### config.mk
export PLATFORM = sky130hd
export DESIGN_NAME = nvsac_top
export DESIGN_NICKNAME = d
export VERILOG_FILES = /design/src/logic/nvsac_pkg.sv /design/src/logic/nvsac_store.sv /design/src/logic/nvsac_top.sv
export SDC_FILE = /design/constraint.sdc
export NUM_CORES = 1
export LEC_CHECK = 0
export ABC_AREA = 1
export ABC_CLOCK_PERIOD_IN_PS = 2200
export BUFFER_PORTS_ARGS = -buffer_cell sky130_fd_sc_hd__buf_2
export CORE_MARGIN = 5
export CORE_UTILIZATION = 25
export CTS_BUF_LIST = sky130_fd_sc_hd__clkbuf_4
export DETAILED_ROUTE_END_ITERATION = 10
export PLACE_DENSITY = 0.43
export SKIP_LAST_GASP = 1
export SYNTH_ARGS = -nofsm -noshare
export SYNTH_HDL_FRONTEND = slang
export SYNTH_SLANG_ARGS = --single-unit
### constraint.sdc
create_clock -name clock_i -period 2.2 [get_ports clock_i]
set_clock_uncertainty 0.15 [all_clocks]
set_input_delay 0.33 -clock clock_i [delete_from_list [all_inputs] [get_ports clock_i]]
set_output_delay 0.33 -clock clock_i [all_outputs]
set_load 0.01 [all_outputs]
### src/logic/nvsac_pkg.sv
// package for the nonvolatile shadow access control block
// assumes a 16-bit register port with 8-bit addresses
package nvsac_pkg;
    // register offsets
    localparam logic [7:0]  ADDR_UNLOCK      = 8'h31;
    localparam logic [7:0]  ADDR_READY       = 8'h32;
    localparam logic [7:0]  ADDR_TARGET      = 8'h33;
    localparam logic [7:0]  ADDR_WDATA       = 8'h34;
    localparam logic [7:0]  ADDR_ACCESS_CTRL = 8'h35;
    localparam logic [7:0]  ADDR_RDATA       = 8'h36;
    localparam logic [7:0]  ADDR_HOLE1_LO    = 8'h37;
    localparam logic [7:0]  ADDR_HOLE1_HI    = 8'h5F;
    localparam logic [7:0]  ADDR_INHIBIT     = 8'h60;
    localparam logic [7:0]  ADDR_HOLE2_LO    = 8'h61;
    localparam logic [7:0]  ADDR_HOLE2_HI    = 8'h8F;
    localparam logic [7:0]  ADDR_PROFILE1    = 8'h90;
    localparam logic [7:0]  ADDR_CUST_HI     = 8'h96;
    // field positions
    localparam int          POS_SHADOW       = 12;
    localparam int          POS_RELOAD       = 8;
    localparam int          POS_WNR          = 2;
    localparam int          POS_INHIBIT      = 15;
    // field masks of the access control register
    localparam logic [15:0] ACCESS_CTRL_MASK = 16'h1107;
    // reset values and key
    localparam logic [15:0] RESET_WORD       = 16'h0000;
    localparam logic [15:0] UNLOCK_KEY       = 16'hC0DE;
    // access modes
    localparam logic [1:0]  MODE_OFF         = 2'h0;
    localparam logic [1:0]  MODE_SINGLE      = 2'h1;
    localparam logic [1:0]  MODE_BULK        = 2'h2;
    // nonvolatile store timing
    localparam int          NV_ACCESS_NS     = 40;
    localparam int          CLK_PERIOD_NS    = 4;
    localparam int          NV_ACCESS_CYC    = (NV_ACCESS_NS + CLK_PERIOD_NS - 1) / CLK_PERIOD_NS;
    localparam logic [3:0]  NV_CYC_W         = 4'(NV_ACCESS_CYC);
    localparam int          NV_DEPTH         = 7;
endpackage : nvsac_pkg

### src/logic/nvsac_store.sv
// nonvolatile store model: array of customer words with an access timer
// assumes one request pulse at a time, issued only while ready
`timescale 1ns/100ps
module nvsac_store
(
    input  wire logic        clock_i,
    input  wire logic        arst_n_i,
    input  wire logic        req_i,
    input  wire logic        write_i,
    input  wire logic [2:0]  index_i,
    input  wire logic [15:0] wdata_i,
    output logic             ready_o,
    output logic             done_o,
    output logic [15:0]      rdata_o
);
    import nvsac_pkg::*;

    logic [15:0] mem_q [NV_DEPTH];
    logic [15:0] mem_d [NV_DEPTH];
    logic [3:0]  cnt_q;
    logic [3:0]  cnt_d;
    logic [15:0] rdata_q;
    logic [15:0] rdata_d;
    logic        done_d;
    logic        done_q;

    // timer, write and fetch
    always_comb
    begin
        mem_d   = mem_q;
        cnt_d   = cnt_q;
        rdata_d = rdata_q;
        done_d  = 1'b0;
        if (cnt_q != 4'h0)
        begin
            cnt_d = cnt_q - 4'h1;
            if (cnt_q == 4'h1)
            begin
                done_d = 1'b1;
            end
        end
        else if (req_i && (32'(index_i) < NV_DEPTH))
        begin
            cnt_d = NV_CYC_W;
            if (write_i)
            begin
                mem_d[index_i] = wdata_i;
            end
            else
            begin
                rdata_d = mem_q[index_i];
            end
        end
    end

    always_ff @(posedge clock_i or negedge arst_n_i)
    begin
        if (!arst_n_i)
        begin
            for (int i = 0; i < NV_DEPTH; i++)
            begin
                mem_q[i] <= RESET_WORD;
            end
            cnt_q   <= 4'h0;
            rdata_q <= RESET_WORD;
            done_q  <= 1'b0;
        end
        else
        begin
            mem_q   <= mem_d;
            cnt_q   <= cnt_d;
            rdata_q <= rdata_d;
            done_q  <= done_d;
        end
    end

    assign ready_o = (cnt_q == 4'h0);
    assign done_o  = done_q;
    assign rdata_o = rdata_q;
endmodule : nvsac_store

### src/logic/nvsac_top.sv
// register file for shadow select, reload and single-location access
// assumes a serial-bus front end giving one-cycle write and read strobes
`timescale 1ns/100ps

// Behaviour
// - With shadow select set the drive runs from shadow values, else the profile outputs are zero.
// - With shadow select set, a read of a configuration location returns the shadow contents.
// - Writing the reload bit copies the store into the shadow registers.
// - The direction bit picks a store read at 0 and a store write at 1.
// - Access select decodes 00 off, 01 single, 10 bulk, 11 reserved.
// - The read result register shows the word fetched by the last single read.
// - Addresses 0x37 to 0x5F hold no registers and read zero.
// - The drive inhibit bit at 15 of 0x60 is write-only and reads back zero.
// - Writing 1 to drive inhibit stops motor control, 0 enables it.
// - Addresses 0x61 to 0x8F hold no registers and read zero.
// - The first profile word at 0x90 resets to zero and holds the six drive fields.
// - The target register holds the 8-bit store location for single access.
// - The ready flag reads 1 while the store can take an access and no access sequence is running.
module nvsac_top
(
    input  wire logic        clock_i,
    input  wire logic        arst_n_i,
    input  wire logic        wr_i,
    input  wire logic        rd_i,
    input  wire logic [7:0]  addr_i,
    input  wire logic [15:0] wdata_i,
    output logic [15:0]      rdata_o,
    output logic             drive_inhibit_o,
    output logic             shadow_select_o,
    output logic [15:0]      profile_one_o,
    output logic [1:0]       spread_select_o,
    output logic [1:0]       tach_open_loop_select_o,
    output logic [3:0]       tach_divider_o,
    output logic             cycle_adjust_select_o,
    output logic [2:0]       resistance_shift_o,
    output logic [3:0]       resistance_value_o
);
    import nvsac_pkg::*;

    // -----------------------------------------------------------------
    // helpers
    // -----------------------------------------------------------------
    function automatic logic in_cust(input logic [7:0] a);
        in_cust = (a >= ADDR_PROFILE1) && (a <= ADDR_CUST_HI);
    endfunction : in_cust

    typedef enum logic [2:0]
    {
        NVSAC_IDLE   = 3'b001,
        NVSAC_SINGLE = 3'b010,
        NVSAC_BULK   = 3'b100
    } nvsac_state_e;

    // -----------------------------------------------------------------
    // state
    // -----------------------------------------------------------------
    logic [15:0]  unlock_word_q, unlock_word_d;
    logic [7:0]   single_target_location_q, single_target_location_d;
    logic [15:0]  single_write_word_q, single_write_word_d;
    logic [15:0]  access_ctrl_q, access_ctrl_d;
    logic [15:0]  single_read_word_q, single_read_word_d;
    logic         drive_inhibit_q, drive_inhibit_d;
    logic [15:0]  shadow_q [NV_DEPTH];
    logic [15:0]  shadow_d [NV_DEPTH];
    logic [2:0]   bulk_idx_q, bulk_idx_d;
    logic         pend_rd_q, pend_rd_d;
    logic [15:0]  rdata_q, rdata_d;
    nvsac_state_e state_q, state_d;

    logic         nv_req;
    logic         nv_write;
    logic [2:0]   nv_index;
    logic [15:0]  nv_wdata;
    logic         nv_ready_flag;
    logic         nv_done;
    logic [15:0]  nv_rdata;
    logic         key_ok;
    logic         shadow_select;
    logic [1:0]   nv_access_select;
    logic         nv_write_not_read;
    logic         access_wr;

    assign key_ok            = (unlock_word_q == UNLOCK_KEY);
    assign shadow_select     = access_ctrl_q[POS_SHADOW];
    assign nv_access_select  = access_ctrl_q[1:0];
    assign nv_write_not_read = access_ctrl_q[POS_WNR];
    assign access_wr         = wr_i && (addr_i == ADDR_ACCESS_CTRL);

    // store instance
    nvsac_store u_store
    (
        .clock_i  (clock_i),
        .arst_n_i (arst_n_i),
        .req_i    (nv_req),
        .write_i  (nv_write),
        .index_i  (nv_index),
        .wdata_i  (nv_wdata),
        .ready_o  (nv_ready_flag),
        .done_o   (nv_done),
        .rdata_o  (nv_rdata)
    );

    // -----------------------------------------------------------------
    // register writes and access sequencer
    // -----------------------------------------------------------------
    always_comb
    begin
        unlock_word_d            = unlock_word_q;
        single_target_location_d = single_target_location_q;
        single_write_word_d      = single_write_word_q;
        access_ctrl_d            = access_ctrl_q;
        single_read_word_d       = single_read_word_q;
        drive_inhibit_d          = drive_inhibit_q;
        shadow_d                 = shadow_q;
        bulk_idx_d               = bulk_idx_q;
        pend_rd_d                = pend_rd_q;
        state_d                  = state_q;
        nv_req                   = 1'b0;
        nv_write                 = 1'b0;
        nv_index                 = 3'(single_target_location_q - ADDR_PROFILE1);
        nv_wdata                 = single_write_word_q;
        if (wr_i)
        begin
            case (addr_i)
                ADDR_UNLOCK:      unlock_word_d = wdata_i;
                ADDR_TARGET:      single_target_location_d = wdata_i[7:0];
                ADDR_WDATA:       single_write_word_d = wdata_i;
                ADDR_ACCESS_CTRL: access_ctrl_d = wdata_i & ACCESS_CTRL_MASK;
                ADDR_INHIBIT:     drive_inhibit_d = wdata_i[POS_INHIBIT];
                default:
                begin
                    if (in_cust(addr_i) && key_ok)
                    begin
                        shadow_d[3'(addr_i - ADDR_PROFILE1)] = wdata_i;
                    end
                end
            endcase
        end
        case (state_q)
            NVSAC_IDLE:
            begin
                if (access_ctrl_q[POS_RELOAD] && nv_ready_flag)
                begin
                    access_ctrl_d[POS_RELOAD] = access_wr && wdata_i[POS_RELOAD];
                    bulk_idx_d = 3'h0;
                    pend_rd_d  = 1'b1; // reload always reads the store
                    state_d    = NVSAC_BULK;
                end
                else if (access_wr && wdata_i[POS_RELOAD])
                begin
                    state_d = NVSAC_IDLE;
                end
                else if ((nv_access_select == MODE_SINGLE) && nv_ready_flag && key_ok
                         && in_cust(single_target_location_q))
                begin
                    nv_req    = 1'b1;
                    nv_write  = nv_write_not_read;
                    pend_rd_d = !nv_write_not_read;
                    access_ctrl_d[1:0] = access_wr ? wdata_i[1:0] : MODE_OFF; // host write wins
                    state_d   = NVSAC_SINGLE;
                end
                else if ((nv_access_select == MODE_BULK) && nv_ready_flag && key_ok)
                begin
                    bulk_idx_d = 3'h0; // bulk: walk every shadow word
                    pend_rd_d  = !nv_write_not_read;
                    access_ctrl_d[1:0] = access_wr ? wdata_i[1:0] : MODE_OFF; // host write wins
                    state_d    = NVSAC_BULK;
                end
            end
            NVSAC_SINGLE:
            begin
                if (nv_done)
                begin
                    if (pend_rd_q)
                    begin
                        single_read_word_d = nv_rdata;
                    end
                    pend_rd_d = 1'b0;
                    state_d   = NVSAC_IDLE;
                end
            end
            NVSAC_BULK:
            begin
                nv_index = bulk_idx_q;
                nv_wdata = shadow_q[bulk_idx_q];
                nv_write = !pend_rd_q; // direction latched at start
                if (nv_ready_flag && !nv_done)
                begin
                    nv_req = 1'b1;
                end
                if (nv_done)
                begin
                    if (pend_rd_q)
                    begin
                        shadow_d[bulk_idx_q] = nv_rdata;
                    end
                    if (32'(bulk_idx_q) == NV_DEPTH - 1)
                    begin
                        pend_rd_d = 1'b0;
                        state_d = NVSAC_IDLE;
                    end
                    else
                    begin
                        bulk_idx_d = bulk_idx_q + 3'h1;
                    end
                end
            end
            default: state_d = NVSAC_IDLE;
        endcase
    end

    always_ff @(posedge clock_i or negedge arst_n_i)
    begin
        if (!arst_n_i)
        begin
            unlock_word_q            <= RESET_WORD;
            single_target_location_q <= 8'h00;
            single_write_word_q      <= RESET_WORD;
            access_ctrl_q            <= RESET_WORD;
            single_read_word_q       <= RESET_WORD;
            drive_inhibit_q          <= 1'b0;
            for (int i = 0; i < NV_DEPTH; i++)
            begin
                shadow_q[i] <= RESET_WORD;
            end
            bulk_idx_q               <= 3'h0;
            pend_rd_q                <= 1'b0;
            state_q                  <= NVSAC_IDLE;
        end
        else
        begin
            unlock_word_q            <= unlock_word_d;
            single_target_location_q <= single_target_location_d;
            single_write_word_q      <= single_write_word_d;
            access_ctrl_q            <= access_ctrl_d;
            single_read_word_q       <= single_read_word_d;
            drive_inhibit_q          <= drive_inhibit_d;
            shadow_q                 <= shadow_d;
            bulk_idx_q               <= bulk_idx_d;
            pend_rd_q                <= pend_rd_d;
            state_q                  <= state_d;
        end
    end

    // -----------------------------------------------------------------
    // read mux
    // -----------------------------------------------------------------
    always_comb
    begin
        rdata_d = rdata_q;
        if (rd_i)
        begin
            case (addr_i)
                ADDR_UNLOCK:      rdata_d = unlock_word_q;
                ADDR_READY:       rdata_d = {15'h0000, nv_ready_flag && (state_q == NVSAC_IDLE)};
                ADDR_TARGET:      rdata_d = {8'h00, single_target_location_q};
                ADDR_WDATA:       rdata_d = single_write_word_q;
                ADDR_ACCESS_CTRL: rdata_d = access_ctrl_q;
                ADDR_RDATA:       rdata_d = single_read_word_q;
                ADDR_INHIBIT:     rdata_d = RESET_WORD;
                default:
                begin
                    rdata_d = RESET_WORD;
                    if (in_cust(addr_i))
                    begin
                        rdata_d = shadow_q[3'(addr_i - ADDR_PROFILE1)];
                    end
                end
            endcase
        end
    end

    always_ff @(posedge clock_i or negedge arst_n_i)
    begin
        if (!arst_n_i)
        begin
            rdata_q <= RESET_WORD;
        end
        else
        begin
            rdata_q <= rdata_d;
        end
    end

    // -----------------------------------------------------------------
    // outputs
    // -----------------------------------------------------------------
    assign rdata_o                 = rdata_q;
    assign drive_inhibit_o         = drive_inhibit_q;
    assign shadow_select_o         = shadow_select;
    assign profile_one_o           = shadow_select ? shadow_q[0] : RESET_WORD;
    assign spread_select_o         = profile_one_o[15:14];
    assign tach_open_loop_select_o = profile_one_o[13:12];
    assign tach_divider_o          = profile_one_o[11:8];
    assign cycle_adjust_select_o   = profile_one_o[7];
    assign resistance_shift_o      = profile_one_o[6:4];
    assign resistance_value_o      = profile_one_o[3:0];
endmodule : nvsac_top

---- Yosys cells after proc, flatten, opt, wreduce, memory -nomap -nowiden ----
Cells that the tools add are included.
storage, ports and cells
  logic and storage cells ................. 184
  register bits ........................... 330
cells by class
  $add $sub $neg .......................... 4
  bitwise logic cells ..................... 5
  order comparisons ....................... 11
  equal/unequal tests ..................... 24
  reduce and logical (&&, ||, !) cells .... 37
  mux-type cells .......................... 75
operators by type and width
  cell                                                                  number
  112-bit 2-to-1 mux                                                    6
  112-bit bitwise mux                                                   3
  16-bit 2-to-1 mux                                                     12
  16-bit binary-select mux with 3-bit select                            3
  16-bit demux with 3-bit select                                        3
  16-bit one-hot mux with 7 select lines                                1
  8-bit by 6-bit == test with 1-bit output, second input constant       6
  3-bit 2-to-1 mux                                                      14
  1-bit 2-to-1 mux                                                      18
  9-bit 2-to-1 mux                                                      2
  1-bit logical AND                                                     17
  16-bit == test, second input constant                                 1
  8-bit >= comparator, second input constant                            2
  8-bit <= comparator, second input constant                            2
  4-bit >= comparator, second input constant                            3
  4-bit by 1-bit < comparator with 1-bit output, second input constant  3
  2-bit 2-to-1 mux                                                      6
  3-bit NOT with 4-bit output                                           3
  6-bit AND reduction                                                   2
  2-bit AND reduction                                                   5
  3-bit inequality test, second input constant                          3
  3-bit one-hot mux with 3 select lines                                 1
  3-bit AND reduction                                                   3
  8-bit by 7-bit == test with 1-bit output, second input constant       1
  26 further kinds                                                      36

---- Logic depth before layout (Yosys ltp) ----
  word-level depth ........................ 14
  gate-level depth with buffers ........... 16
  depth with buffers taken out ............ 14

---- Modules after synthesis ----
A second synthesis with hierarchy kept.
second synthesis, totals
  cell total of the unflattened synthesis .. 2593
  area, all modules ....................... 18347.6 um2
by module, submodules not included
  module       times used  seq. area each (um2)  area each (um2)  cells an instance
  nvsac_top    1           4931.0                12034.0          1792
  nvsac_store  1           3328.2                6313.6           801

---- Worst setup path before layout ----
No wires, ideal clock.
  kind .................................... reg2reg
  start ................................... register u_store.cnt_q[0]
  end ..................................... register u_store.mem_q[96] (netlist name)
  stages on the path, launching flop included .. 14
  slack ................................... -0.021 ns
  arrival ................................. 1.954 ns
  path buffers ............................ 2
  setup time .............................. 0.117 ns
  cell sequence ........................... dfrtp_1 > inv_1 > ha_1 > nand2_4 > nor2_1 > nand2_1 > nor2_1 > nand3_1 > a21oi_4 > buf_6 > nand3_2 > buf_2 > nand2_1 > nand2_1
between the ends
  word-level cells in the longest chain between the ends .. 10
RTL lines
  what                                    RTL line           source
  start: declaration                      nvsac_store.sv:20  logic [3:0] cnt_q;
  start signal: assignment                nvsac_store.sv:71  cnt_q <= cnt_d;
  4-bit logical NOT                       nvsac_store.sv:77  assign ready_o = (cnt_q == 4'h0);
  1-bit logical AND (2 in a row)          nvsac_top.sv:153   else if ((nv_access_select == MODE_SINGLE) && nv_ready_flag && key_ok
  1-bit logical AND                       nvsac_top.sv:154   && in_cust(single_target_location_q))
  1-bit 2-to-1 mux                        nvsac_top.sv:153
  1-bit 2-to-1 mux                        nvsac_top.sv:149   else if (access_wr && wdata_i[POS_RELOAD])
  1-bit 2-to-1 mux                        nvsac_top.sv:142   if (access_ctrl_q[POS_RELOAD] && nv_ready_flag)
  1-bit one-hot mux with 2 select lines   nvsac_top.sv:139   case (state_q)
  1-bit logical AND                       nvsac_store.sv:42  else if (req_i && (32'(index_i) < NV_DEPTH))
  3-bit AND reduction (no source line) *  n/a
  end signal: assignment                  nvsac_store.sv:70  mem_q <= mem_d;
  end: declaration                        nvsac_store.sv:18  logic [15:0] mem_q [NV_DEPTH];
Every way passes the cells marked *; elsewhere a longest branch is shown, timed or not.
A chain may end at the register's enable or synchronous reset.

---- Worst setup path after layout ----
  start ................................... register single_target_location_q[3]
  end ..................................... register u_store.mem_q[88] (netlist name)
between the ends
  word-level cells in the longest chain between the ends .. 9
RTL lines
  what                                                               RTL line           source
  start: declaration                                                 nvsac_top.sv:58    logic [7:0] single_target_location_q, single_target_location_d;
  start signal: assignment                                           nvsac_top.sv:233   single_target_location_q <= single_target_location_d;
  8-bit >= comparator / 8-bit <= comparator (equally long branches)  nvsac_top.sv:44    in_cust = (a >= ADDR_PROFILE1) && (a <= ADDR_CUST_HI);
  1-bit logical AND *                                                nvsac_top.sv:44
  1-bit logical AND *                                                nvsac_top.sv:154
  1-bit 2-to-1 mux                                                   nvsac_top.sv:153
  1-bit 2-to-1 mux                                                   nvsac_top.sv:149
  1-bit 2-to-1 mux                                                   nvsac_top.sv:142
  1-bit one-hot mux with 2 select lines                              nvsac_top.sv:139
  1-bit logical AND                                                  nvsac_store.sv:42
  3-bit AND reduction (no source line) *                             n/a
Marks and branches as above.

==> metrics.yaml <==
synth:
  netlist-cell-type-count: 40
  netlist_area_mm2: 0.01847
  ys.flop_type: "dfrtp_1"
  synth-seq-area-share_pct: 44.72
  ys_seq_elements: 330
  async_flop_share_pct: 100.0
  syn_avg_cell_area_um2: 7.114
  syn_inst: 2596
  syn_nets: 2629
  synth.yosys.warnings: 0
  synth_edf_count: 0
critical_path:
  startpoint: "single_target_location_q[3]"
  cp-start-kind: "register"
  crit_end: "u_store.mem_q[88]"
  cp-end-kind: "register"
  r2r_start: "single_target_location_q[3]"
  critPathSlowestCell: "dfrtp_1"
  timing.rr.end: "u_store.mem_q[88]"
  crit_required_ns: 2.80
  worstSetupPathType: "reg -> reg"
  r2r_setup_slack_ns: -0.19
  cp_max_fo: 8
  arrival_ns: 2.99
  cp_slowest_stage_delay_ns: 0.38
  crit_path_cell_trace: "nor2_1, nand2_1, nor2_1, nand2_1, nor2_4, buf_6, nand3_4, a21oi_4, buf_6, buf_12, nand3_4, buf_12, nand2_2, nand2_1"
  worst_r2r_path_depth: 14
  worst_path_most_repeated_cell: "nand2_1"
clocking:
  clk_pin_slew_ns: 0.06
  clk_latency_ns: 0.90
  cts_tree: "yes"
  cts_max_path_buffers: 3
  numCtsBuffers: 99
  clockRootBuffer: "clkbuf_4"
  cts-htree-levels: 3
  cts.sinks: 330
global_route:
  overflow: 0
  first_global_vias: 19660
  grt_usage_pct: 21.12
  antenna_found_initial: 3
  grt_max_degree: 68
  grt_first_pass_wirelength_mm: 126.4
floorplanning:
  dieWidth_um: 281.8
  fp.dieH_um: 281.8
  rows: 99
  dieArea_mm2: 0.07941
  start_util_pct: 25.27
  core_area_mm2: 0.07308
  io_pins: 78
layout:
  nets: 2962
  drive_above_1_share_pct: 32.37
  fill_cells: 7610
  layout.cells.non_filler: 3953
  syn2layout_area_growth_pct: 46.25
  fin_util_pct: 36.96
power_and_ir_drop:
  switching_share_pct: 44.10
  total_power_mw: 29.38
  power_switching_mw: 12.96
  ir_worst_vdd_mv: 0.5494
  power_frac_seq_pct: 30.4
  p_comb_share_pct: 49.2
  p_per_area_mw_per_mm2: 1088
  power.internal_mw: 16.42
  pwr-share-clk_pct: 20.4
  power.leakage_nw: 13.37
worst_hold_path:
  hold_depth: 4
  hp-class: "in -> reg"
routing:
  drtPass1Iterations: 9
  viasPerCell: 5.087
  vias: 20110
  post_drt_wl_per_cell_um: 22.19
  drt_iter0_drc: 1849
  antenna_left: 0
  drc: 0
  routed_wl_mm: 87.73
place:
  port_buffers: 77
  hpwl_mm: 54.54
  place.gp.congestion: 0.8717
  place_inst: 3664
run_status:
  outcome: "finished, violations left"
  violations: "setup timing"
timing:
  hold_viol: 0
  fin_crit_sh_pct: 108.7
  whs_ns: 0.2149
  max_freq_mhz: 418.2
  finalCriticalPeriod_ns: 2.391
  worst_pin_slew_ns: 0.5413
  fin_tns_setup_ns: -20.07
  maxSlewHeadroom_pct: 63.69
  setup_viol: 190
  finalWorstSetupSlack_ns: -0.1911
  rsz0062_at_grt: "yes"
  report.final.slew_viol_count: 0
flow_run:
  drv_cap: 0
## cell families after synthesis
logic type / after synthesis / share of synthesized area [%]
fa+ha+maj: 5 / 0.3388
buf+inv: 414 / 9.458
compound gates: 418 / 12.99
flops: 330 / 44.72
xor+xnor: 3 / 0.1423
simple gates: 1426 / 32.34
## power groups by stage
stage	registers, mW	clock network (mW)	logic (mW)
after CTS	8.73	6.20	12.5
after global routing	9.06	6.51	15.4
after floorplan	8.34	0	5.76
after global placement	8.75	0	10.5
final	8.92	6.00	14.5
after detailed placement	8.76	0	10.6
## cell usage after synthesis, types with 9 or more instances
library cell  number  area share, %
buf_6              9           0.55
buf_2             37            1.0
nand3_1           95            2.6
nand4_1          156            5.3
dfrtp_1          329             45
o211ai_1          48            2.0
clkbuf_1         103            2.1
nor2_1           124            2.5
nor3_1             9           0.24
buf_4             21           0.85
o22ai_1           77            2.6
a21oi_1           77            2.1
o21ai_0          183            5.0
nand2_1         1021             21
o2111ai_1          9           0.43
a31oi_1           11           0.37
inv_1            222            4.5
buf_1             11           0.22
## cell type report
class / instances / area, µm² / share of cell area [%]
well taps: 959 / 1200 / 4.442
flip-flops and latches: 330 / 8262 / 30.59
clock inverters: 26 / 173.9 / 0.6439
diodes: 4 / 10.01 / 0.03706
repair buffers: 413 / 5062 / 18.74
clock buffers: 136 / 1021 / 3.780
multi-input cells: 1852 / 10350 / 38.32
inverters: 233 / 930.9 / 3.447
## critical path, delay by kind of cell, from the launching register on
family	cells	cell delay, ns
AND/OR/NAND/NOR	9	0.95
buffers and inverters	4	0.58
flip-flops	1	0.38
AO/OA/AOI/OAI	1	0.20
## metal layers
metal  share of wire, %  track usage (%)
met3                6.3            3.883
met2                 48            34.97
met4                5.0            9.377
met1                 41            27.05
met5                  0                0
## flip-flops by register name, indices dropped and copies added, names as in the netlist, 3 cells and up
signal and cells:
shadow_q 112, u_store.rdata_o 16, bulk_idx_q 3, state_q 3
access_ctrl_q 5, u_store.cnt_q 4, single_read_word_q 16, u_store.mem_q 112
single_write_word_q 16, rdata_o 16, unlock_word_q 16, single_target_location_q 8
## worst min path at each step
stage / startpoint / endpoint / slack [ns]
after floorplan: arst_n_i / access_ctrl_q[0] / -0.12
after global placement: arst_n_i / rdata_o[14] / 0.14
after detailed placement: arst_n_i / rdata_o[8] / 0.13
after CTS: wdata_i[14] / shadow_q[30] / 0.13
after global routing: wdata_i[14] / shadow_q[30] / 0.17
final: wdata_i[15] / shadow_q[111] / 0.21
## metrics by stage
stage          setup WS, ns  instance area [µm²]
6_report            -0.1911                27010
5_1_grt             -0.3085                27010
4_1_cts             -0.2084                24820
3_5_place_dp        -0.1751                21390
3_3_place_gp        -0.1943                21390
2_1_floorplan       0.01020                18480
## placed cells by master, fill, tap and decap left out, types with 21 or more instances in the layout
cell type,count
buf_12,68
nand2_2,158
dfrtp_1,327
a21oi_2,28
nand3_1,74
buf_16,30
o21ai_1,52
buf_4,157
o22ai_1,60
nand4_1,156
buf_6,58
clkinv_1,21
buf_2,44
a21oi_1,45
dlygate4sd3_1,29
o21ai_0,120
o211ai_1,48
nand2_1,767
nor2_1,76
inv_1,202
nand2_4,95
clkbuf_4,136
nor2_2,36
## timing repair
item	4_1_cts	5_1_grt
setup buffers	34	22
gates cloned	34	13
hold endpoints to repair	506	0
endpoints found under the setup margin	250	280
resized for setup	248	546
hold buffers	30	0
pin swaps	57	148
Note: power is estimated with default switching activity, not from simulation.
